==> src/inc/sef_pkg.sv <==
// Purpose: shared constants and types for the status enable and transition filter bank
// Assumes: the host parser turns decimal bit-weight sums into binary words and back
// Notes: group and field selects index the bank; masks hold the valid bit positions
package sef_pkg;

  localparam int unsigned WORD_W = 16;
  localparam int unsigned READING_W = 24;
  localparam int unsigned GRP_N = 4;

  // group select codes
  localparam logic [1:0] GRP_MEAS = 2'h0;
  localparam logic [1:0] GRP_OPER = 2'h1;
  localparam logic [1:0] GRP_ARM = 2'h2;
  localparam logic [1:0] GRP_SEQ = 2'h3;

  // register field select codes within a group
  localparam logic [1:0] FLD_RISING = 2'h0;
  localparam logic [1:0] FLD_FALLING = 2'h1;
  localparam logic [1:0] FLD_MASK = 2'h2;
  localparam logic [1:0] FLD_EVENT = 2'h3;

  // valid bit positions of each group
  localparam logic [15:0] MEAS_VALID = 16'h0BBF;
  localparam logic [15:0] OPER_VALID = 16'h0663;
  localparam logic [15:0] ARM_VALID = 16'h0002;
  localparam logic [15:0] SEQ_VALID = 16'h0006;

  // reset values
  localparam logic [15:0] RISING_RESET = 16'hFFFF;
  localparam logic [15:0] FALLING_RESET = 16'h0000;
  localparam logic [15:0] MASK_RESET = 16'h0000;
  localparam logic [15:0] EVENT_RESET = 16'h0000;

  // measurement group bit positions
  localparam int unsigned MEAS_OVERFLOW_BIT = 0;
  localparam int unsigned MEAS_BELOW_LOW_ONE_BIT = 1;
  localparam int unsigned MEAS_ABOVE_HIGH_ONE_BIT = 2;
  localparam int unsigned MEAS_BELOW_LOW_TWO_BIT = 3;
  localparam int unsigned MEAS_ABOVE_HIGH_TWO_BIT = 4;
  localparam int unsigned MEAS_READY_BIT = 5;
  localparam int unsigned MEAS_HAS_DATA_BIT = 7;
  localparam int unsigned MEAS_HALF_BIT = 8;
  localparam int unsigned MEAS_FULL_BIT = 9;
  localparam int unsigned MEAS_PRETRIG_BIT = 11;

  // operation and arm bit positions, minimum buffer readings
  localparam int unsigned OPER_WAIT_ARM_BIT = 6;
  localparam int unsigned OPER_IDLE_BIT = 10;
  localparam int unsigned ARM_SEQ_ONE_BIT = 1;
  localparam logic [15:0] MIN_BUFFER_READINGS = 16'h0002;

  typedef struct packed {
    logic valid;
    logic write;
    logic [1:0] group;
    logic [1:0] field;
    logic [15:0] data;
  } sef_cmd_t;

  typedef struct packed {
    logic valid;
    logic [15:0] data;
  } sef_rsp_t;

  typedef struct packed {
    logic reading_strobe;
    logic reading_processed;
    logic signed [READING_W-1:0] reading;
    logic signed [READING_W-1:0] range_max;
    logic signed [READING_W-1:0] low_limit_one;
    logic signed [READING_W-1:0] high_limit_one;
    logic signed [READING_W-1:0] low_limit_two;
    logic signed [READING_W-1:0] high_limit_two;
    logic [15:0] buffer_count;
    logic [15:0] buffer_size;
    logic buffer_pretrigger;
  } sef_meas_in_t;

endpackage

==> src/hw/sef_status.sv <==
// Purpose: transition filters, event latches, enable masks and summaries for four status groups
// Assumes: all inputs come from logic on ref_clk; host commands arrive already parsed to binary
// Notes: event query is destructive; a new edge in the same cycle survives the clear
`timescale 1ns/100ps

// Behaviour
// - operation mask: bits 10,9,6,5,1,0
// - arm mask: only bit 1
// - sequence mask: bits 1 and 2
// - filter write loads weight sum masked to valid bits
// - query returns register bits as word
// - rising filter bit latches 0-to-1 change
// - overflow when reading exceeds range limit
// - limit one: below low, above high
// - limit two: below low, above high
// - ready after reading taken and processed
// - has-data when buffer holds two readings
// - half-full bit 8, full bit 9
// - pretrigger event raises bit 11
// - only unmasked events feed next summary
// - falling filter latches 1-to-0 change
// - idle condition raised entering idle state
module sef_status (
  input wire logic ref_clk,
  input wire logic reset,
  input wire sef_pkg::sef_cmd_t cmd,
  input wire sef_pkg::sef_meas_in_t meas_in,
  input wire logic [15:0] oper_cond_in,
  input wire logic [15:0] seq_cond_in,
  output sef_pkg::sef_rsp_t rsp,
  output logic meas_summary,
  output logic oper_summary,
  output logic arm_summary,
  output logic seq_summary
);
  import sef_pkg::*;

  typedef struct packed {
    logic [GRP_N-1:0][15:0] cond;
    logic [GRP_N-1:0][15:0] rising;
    logic [GRP_N-1:0][15:0] falling;
    logic [GRP_N-1:0][15:0] mask;
    logic [GRP_N-1:0][15:0] evt;
    logic signed [READING_W-1:0] reading;
    logic have_reading;
    logic ready;
    logic [GRP_N-1:0] summary;
    sef_rsp_t rsp;
  } sef_state_t;

  sef_state_t st;
  sef_state_t next_st;
  logic [15:0] rd_word;
  logic [GRP_N-1:0] sum_expect;

  function automatic logic [15:0] valid_mask(input logic [1:0] g);
    logic [15:0] m;
    m = 16'h0000;
    case (g)
      GRP_MEAS: m = MEAS_VALID;
      GRP_OPER: m = OPER_VALID;
      GRP_ARM: m = ARM_VALID;
      GRP_SEQ: m = SEQ_VALID;
      default: m = 16'h0000;
    endcase
    return m;
  endfunction

  // query mux, also watched by the checks below
  always_comb begin
    case (cmd.field)
      FLD_RISING: rd_word = st.rising[cmd.group];
      FLD_FALLING: rd_word = st.falling[cmd.group];
      FLD_MASK: rd_word = st.mask[cmd.group];
      FLD_EVENT: rd_word = st.evt[cmd.group];
      default: rd_word = 16'h0000;
    endcase
  end

  always_comb begin
    for (int g = 0; g < GRP_N; g++) begin
      sum_expect[g] = |(st.evt[g] & st.mask[g]);
    end
  end

  always_comb begin
    logic [15:0] mc;
    logic [15:0] oc;
    logic [15:0] ac;
    logic [15:0] set_bits;
    logic [1:0] gi;
    mc = 16'h0000;
    oc = 16'h0000;
    ac = 16'h0000;
    set_bits = 16'h0000;
    gi = 2'h0;
    next_st = st;
    next_st.rsp = '0;

    if (meas_in.reading_strobe) begin
      next_st.reading = meas_in.reading;
      next_st.have_reading = 1'b1;
      next_st.ready = 1'b0;
    end
    if (meas_in.reading_processed) begin
      next_st.ready = 1'b1;
    end

    // conditions come from the held reading, so they lag the strobe by one cycle
    if (st.have_reading) begin
      mc[MEAS_OVERFLOW_BIT] = (st.reading > meas_in.range_max) || (st.reading < -meas_in.range_max);
      mc[MEAS_BELOW_LOW_ONE_BIT] = st.reading < meas_in.low_limit_one;
      mc[MEAS_ABOVE_HIGH_ONE_BIT] = st.reading > meas_in.high_limit_one;
      mc[MEAS_BELOW_LOW_TWO_BIT] = st.reading < meas_in.low_limit_two;
      mc[MEAS_ABOVE_HIGH_TWO_BIT] = st.reading > meas_in.high_limit_two;
    end
    mc[MEAS_READY_BIT] = st.ready;
    mc[MEAS_HAS_DATA_BIT] = meas_in.buffer_count >= MIN_BUFFER_READINGS;
    mc[MEAS_HALF_BIT] = (meas_in.buffer_size != 16'h0000)
      && ({meas_in.buffer_count, 1'b0} >= {1'b0, meas_in.buffer_size});
    mc[MEAS_FULL_BIT] = (meas_in.buffer_size != 16'h0000)
      && (meas_in.buffer_count >= meas_in.buffer_size);
    mc[MEAS_PRETRIG_BIT] = meas_in.buffer_pretrigger;

    oc = oper_cond_in;
    oc[OPER_WAIT_ARM_BIT] = st.summary[GRP_ARM];
    ac[ARM_SEQ_ONE_BIT] = st.summary[GRP_SEQ];

    next_st.cond[GRP_MEAS] = mc & MEAS_VALID;
    next_st.cond[GRP_OPER] = oc & OPER_VALID;
    next_st.cond[GRP_ARM] = ac & ARM_VALID;
    next_st.cond[GRP_SEQ] = seq_cond_in & SEQ_VALID;

    for (int g = 0; g < GRP_N; g++) begin
      gi = 2'(g);
      set_bits = (next_st.cond[g] & ~st.cond[g] & st.rising[g])
        | (~next_st.cond[g] & st.cond[g] & st.falling[g]);
      next_st.evt[g] = st.evt[g] | set_bits;
      // a destructive query keeps only edges caught this cycle
      if (cmd.valid && !cmd.write && cmd.field == FLD_EVENT && cmd.group == gi) begin
        next_st.evt[g] = set_bits;
      end
      next_st.summary[g] = |(st.evt[g] & st.mask[g]);
    end

    if (cmd.valid && cmd.write) begin
      case (cmd.field)
        FLD_RISING: next_st.rising[cmd.group] = cmd.data & valid_mask(cmd.group);
        FLD_FALLING: next_st.falling[cmd.group] = cmd.data & valid_mask(cmd.group);
        FLD_MASK: next_st.mask[cmd.group] = cmd.data & valid_mask(cmd.group);
        default: next_st.mask[cmd.group] = st.mask[cmd.group];
      endcase
    end else if (cmd.valid) begin
      next_st.rsp.valid = 1'b1;
      next_st.rsp.data = rd_word;
    end
  end

  always_ff @(posedge ref_clk) begin
    if (reset) begin
      for (int g = 0; g < GRP_N; g++) begin
        st.cond[g] <= 16'h0000;
        st.rising[g] <= RISING_RESET & valid_mask(2'(g));
        st.falling[g] <= FALLING_RESET;
        st.mask[g] <= MASK_RESET;
        st.evt[g] <= EVENT_RESET;
      end
      st.reading <= '0;
      st.have_reading <= 1'b0;
      st.ready <= 1'b0;
      st.summary <= '0;
      st.rsp <= '0;
    end else begin
      st <= next_st;
    end
  end

  assign rsp = st.rsp;
  assign meas_summary = st.summary[GRP_MEAS];
  assign oper_summary = st.summary[GRP_OPER];
  assign arm_summary = st.summary[GRP_ARM];
  assign seq_summary = st.summary[GRP_SEQ];

  logic [15:0] wr_expect;
  logic rise_meas0;
  logic fall_meas0;
  assign wr_expect = cmd.data & valid_mask(cmd.group);
  assign rise_meas0 = next_st.cond[GRP_MEAS][0] && !st.cond[GRP_MEAS][0] && st.rising[GRP_MEAS][0];
  assign fall_meas0 = !next_st.cond[GRP_MEAS][0] && st.cond[GRP_MEAS][0] && st.falling[GRP_MEAS][0];
endmodule

==> config.mk <==
export PLATFORM = sky130hd
export DESIGN_NAME = sef_status
export DESIGN_NICKNAME = d
export VERILOG_FILES = /design/src/inc/sef_pkg.sv /design/src/hw/sef_status.sv
export SDC_FILE = /design/constraint.sdc
export NUM_CORES = 1
export LEC_CHECK = 0
export ABC_AREA = 0
export ABC_CLOCK_PERIOD_IN_PS = 8500
export BUFFER_PORTS_ARGS = -buffer_cell sky130_fd_sc_hd__buf_2
export CORE_ASPECT_RATIO = 0.75
export CORE_MARGIN = 10
export CORE_UTILIZATION = 62
export CTS_CLUSTER_DIAMETER = 40
export DETAILED_ROUTE_END_ITERATION = 16
export MAX_ROUTING_LAYER = met4
export PLACE_DENSITY = 0.9
export REMOVE_ABC_BUFFERS = 1
export SLEW_MARGIN = 20
export SYNTH_ARGS = -nofsm -noshare
export SYNTH_HDL_FRONTEND = slang
export SYNTH_SLANG_ARGS = --single-unit
==> constraint.sdc <==
create_clock -name ref_clk -period 8.5 [get_ports ref_clk]
set_input_delay 0.425 -clock ref_clk [delete_from_list [all_inputs] [get_ports ref_clk]]
set_output_delay 0.425 -clock ref_clk [all_outputs]
set_load 0.02 [all_outputs]
# After elaboration in Yosys (flattened, before gate mapping)
# Cells that the tools add are included.
# word_totals
regBits	367
latchBits	0
ram_bits	0
mem_bits_ro	0
input_bits	235
out_inout_bits	21
word_cells	146
mem_count	0
# classes
addsub	1
multipliers	0
div_mod_pow	0
order_cmp	11
n_eq_ne	6
shift	0
mux	31
bitwise_logic	41
n_reduce_logical	26
# ops
cell	n
16-bit AND	19
64-bit bitwise mux	4
16-bit 2-to-1 mux	15
16-bit binary-select mux with 2-bit select	4
16-bit bitwise OR	8
16-bit one-hot mux with 4 select lines	2
64-bit one-hot mux with 2 select lines	1
24-bit greater-than comparator	3
24-bit < comparator	3
16-bit inverter	4
16-bit OR reduction	4
16-bit demux with 2-bit select	1
24-bit negation	1
17-bit by 16-bit greater-or-equal comparator with 1-bit output	1
17-bit 2-to-1 mux	1
11-bit by 16-bit AND with 16-bit output	1
12-bit by 16-bit AND with 16-bit output	1
2-bit by 16-bit AND with 16-bit output	1
3-bit by 16-bit AND with 16-bit output	1
16-bit greater-or-equal comparator	1
16-bit by 2-bit greater-or-equal comparator with 1-bit output (second input constant)	1
11-bit inverter with 16-bit output	1
12-bit inverter with 16-bit output	1
2-bit inverter with 16-bit output	1
other kinds (17)	36

# Logic depth before layout (Yosys ltp)
# depth
word_depth	10
mapped_depth	17
ltp_nobuf	17

# Worst setup path before layout
# Ideal clock, no wire load.
# synth_timing
kind	input-to-reg
start	input meas_in[131] (netlist name)
end	register st[47] (netlist name)
setup_ns	0.091
arrival_ns	3.689
t_required_ns	8.409
setup_slack_ns	4.720
path_stages	17
n_path_buf	0
path_cell_list	nor2_2 -> nand3_2 -> or3_4 -> nor4_4 -> nand2_2 -> or4_4 -> nor3_2 -> xnor2_1 -> ha_1 -> and4_1 -> nand2_1 -> o211ai_1 -> mux2i_1 -> o41a_1 -> nand2_1 -> a21o_1 -> a311oi_1
# synth_between
elab_chain_cells	10
elab_cells_between_ends	13
classes_between	add/sub (1); order compare (2); mux (2); bitwise (7); reduce/logical (1)
# synth_lines
element	line_no	rtl
from (decl)	sef_status.sv:27	input wire sef_pkg::sef_meas_in_t meas_in,
24-bit negation	sef_status.sv:111	mc[MEAS_OVERFLOW_BIT] = (st.reading > meas_in.range_max) || (st.reading < -meas_in.range_max);
24-bit < comparator	sef_status.sv:111	
1-bit logical OR (*)	sef_status.sv:111	
5-bit 2-to-1 mux (*)	sef_status.sv:110	if (st.have_reading) begin
12-bit inverter with 16-bit output	sef_status.sv:137	| (~next_st.cond[g] & st.cond[g] & st.falling[g]);
16-bit AND (2 in a row)	sef_status.sv:137	
16-bit bitwise OR (*)	sef_status.sv:137	
16-bit bitwise OR	sef_status.sv:138	next_st.evt[g] = st.evt[g] | set_bits;
16-bit 2-to-1 mux (*)	sef_status.sv:140	if (cmd.valid && !cmd.write && cmd.field == FLD_EVENT && cmd.group == gi) begin
to (signal assigned)	sef_status.sv:174	st <= next_st;
to (decl)	sef_status.sv:51	sef_state_t st;
# Mark *: on every way between the ends. The rest lies on a longest branch, timed or not.
# A chain may end at the register's enable or synchronous reset.

# Worst setup path after layout
# Same ends and word-level chain as after synthesis.

==> results_dict.tcl <==
set metrics [dict create \
    status "finished, final reports clean" \
    utilization 0.714 \
    via_count 14400 \
    critPathMaxStageDelay_ps 540 \
    place_inst 2238 \
    clockPowerShare 0.425 \
    avgRoutedWirePerCell_um 20.6 \
    worstPathRequired_ps 8960 \
    crit_start "meas_in[131]" \
    final_max_slew_viol_count 0 \
    routed_wl_um 47100 \
    port_buffers 226 \
    cts.clk_slew.worst_paths_ps 60 \
    drc 0 \
    worst_ir_drop_vdd_uv 170 \
    clock_skew_ps 24.8 \
    insertion_delay_ps 560 \
    overflow 0 \
    internal-power_w 0.00201 \
    dieHeight_um 154 \
    die_w_um 199 \
    ctsHtreeMaxLevel 1 \
    synthTopCellsByArea "dfxtp_1 (33%), ha_1 (15%), nor2_1 (7.6%)" \
    final_area_um2 17000 \
    ios 256 \
    final_cells 2292 \
    cts-resized-gates 0 \
    syn_area_per_cell_um2 8.30 \
    hold_violations 0 \
    p_total_w 0.00284 \
    p_sw_w 0.000829 \
    finalCritPeriodShare 0.452 \
    min_path_type "input port to flop" \
    maxCapViolCount 0 \
    synth.area.mux_share 0.0825 \
    cp_common_cell "nand2_1" \
    crit_fanout 4 \
    synth.top_cell.area_share 0.329 \
    dp_hpwl_um 33900 \
    synth_fa_ha_area_frac 0.150 \
    switching_share 0.292 \
    netlist_instances 1795 \
    ant_nets 0 \
    place_area_um2 16000 \
    fin_nets 2376 \
    grtUsageTotal 0.303 \
    tightest_slew_ps 1060 \
    yosysUniqueCellTypes 67 \
    rows 49 \
    grt_pass1_wl_um 73300 \
    p_leak_nw 7.94 \
    cp_slowest_cell "or4_4" \
    async_flop_share 0 \
    synth_edf_count 0 \
    cts_root_buffer "clkbuf_16" \
    cts_inserted_buffers 29 \
    gp_congestion 0.941 \
    post_cts_buffers 0 \
    finalSetupViolCount 0 \
    r2r-start "st[46]$_SDFFE_PP0P_" \
    drt_iter0_drc 1689 \
    relSlewSlack 0.293 \
    crit_path_start_kind "input port" \
    area_delta_synth_final_pct 14.0 \
    ys_seq_area_frac 0.329 \
    crit_family "simple AND/OR/NAND/NOR gates" \
    crit_chain "buf_2 -> nor2_2 -> nand3_2 -> or3_4 -> nor4_4 -> nand2_2 -> or4_4 -> nor3_2 -> xnor2_1 -> ha_1 -> and4_1 -> nand2_1 -> o211ai_1 -> mux2i_1 -> o41a_1 -> nand2_1 -> a21o_1 -> a311oi_1" \
    synth_xor_xnor_area_share 0.0135 \
    crit_buf_inv 1 \
    ys_seq_elements 245 \
    hold_buffers 0 \
    fmax_ghz 0.260 \
    r2r_setup_slack_ps 5440 \
    synth-main-ff-cell "dfxtp_1" \
    clk_path_buf_depth 3 \
    synth_compound_area_frac 0.155 \
    syn_area_um2 14900 \
    grt_pass1_vias 14000 \
    grt_max_degree 95 \
    drive_above_1_share 0.172 \
    min_period_ps 3840 \
    firstDrtPassIters 7 \
    comb_power_share 0.147 \
    rsz0062_at_grt "no" \
    critPathKind "input port to flop" \
    synth_top_family_by_area "simple AND/OR/NAND/NOR gates" \
    tritoncts "built" \
    viasPerCell 6.28 \
    cts.sinks 245 \
    dieArea_um2 30700 \
    synth_most_common_cell "nor2_1" \
    synth_top_cell_by_area "dfxtp_1" \
    synthTopCellsByCount "nor2_1 (302), dfxtp_1 (245), ha_1 (178), a21oi_1 (165), inv_1 (142)" \
    p_seq_frac 0.428 \
    yosys.area_share.simple 0.204 \
    coreArea_um2 23800 \
    critPathArrivalTime_ps 4310 \
    yosys_warnings 0 \
    start_util 0.626 \
    antenna_found_initial 2 \
    finalSetupTns_ps 0 \
    hold_start "meas_in[177]" \
    crit_path_end_kind "flop" \
    pwr_density_cell_nw_per_um2 167 \
]
[cells in the final DEF, fill, tap and decap left out, types with 8 or more instances in the layout]
cell       Yosys  layout
xnor2_1       20      20
nor2_1       302     302
a221oi_1      12      12
and2_1        11      11
nand2_1      130     130
a22oi_1        8       8
dfxtp_1      245     245
o21ai_0       58      58
inv_1        142     142
a211o_1       20      20
clkbuf_16      0      29
mux4_2        43      43
ha_1         178     178
nand2b_1      14      14
a21oi_1      165     165
nor4_1        12      12
nand3b_1      12      12
a211oi_1      19      19
nand3_1       23      23
buf_2          6     225
a21o_1        37      37
buf_4         17       9
nor2b_1       23      23
nor3_1        56      55
and3_1        21      21
mux2i_1       26      26
nand4_1       32      32
[worst register-to-register path: cells and delay by family (launching register included)]
family,cells,cell delay (ps)
AO/OA/AOI/OAI,2,760
XOR/XNOR,1,180
adder cells (fa/ha/maj),1,450
flip-flops,1,400
AND/OR/NAND/NOR,4,1170
[sequential cells by signal, indices dropped and copies added, names as in the netlist]
register and count:
next_st 1, rsp 17, oper_summary 1, meas_summary 1, st 223, arm_summary 1, seq_summary 1
[cell type report]
cell class,instances,area [um2]
Multi-Input combinational cell,1308,9010
Clock buffer,34,754
Antenna cell,2,5.00
Clock inverter,18,171
Sequential cell,245,4900
Fill cell,1803,6810
Tap cell,306,383
Inverter,144,541
Timing Repair Buffer,235,1200
[power groups by stage]
stage	clock network, W	registers, W	logic [W]
final	0.00121	0.00122	0.000418
after global routing	0.00126	0.00122	0.000463
after CTS	0.00121	0.00121	0.000409
after detailed placement	0	0.00124	0.000404
after global placement	0	0.00124	0.000386
after floorplan	0	0.00122	0.000234
[worst paths after layout]
check,cells past startpoint,end
setup / recovery,18,st[47]$_SDFF_PP0_
hold / removal,3,next_st[308]$_SDFFE_PP0P_
setup reg to reg,8,st[48]$_SDFF_PP0_
hold reg to reg,2,st[173]$_SDFFE_PP0P_
[through the flow]
step / hold slack, ps / setup slack (ps)
final: 80.1 / 4660
after global routing: 108 / 4550
after CTS: 77.0 / 4710
after detailed placement: 446 / 4140
after global placement: 441 / 4260
after floorplan: 420 / 4720
[layer usage]
layer  wire, um  track usage  up-vias
met1      19100        0.390     6683
met2      21100        0.471      891
met5          0            -        -
li1           -            -     6647
met3       5280       0.0562      162
met4       1660        0.104        0
[cells by family after synthesis]
family          count (synthesis)
mux                            69
flops                         245
compound gates                375
simple gates                  663
xor+xnor                       23
buf+inv                       242
fa+ha+maj                     178
Power figures use the tool's default switching activity.
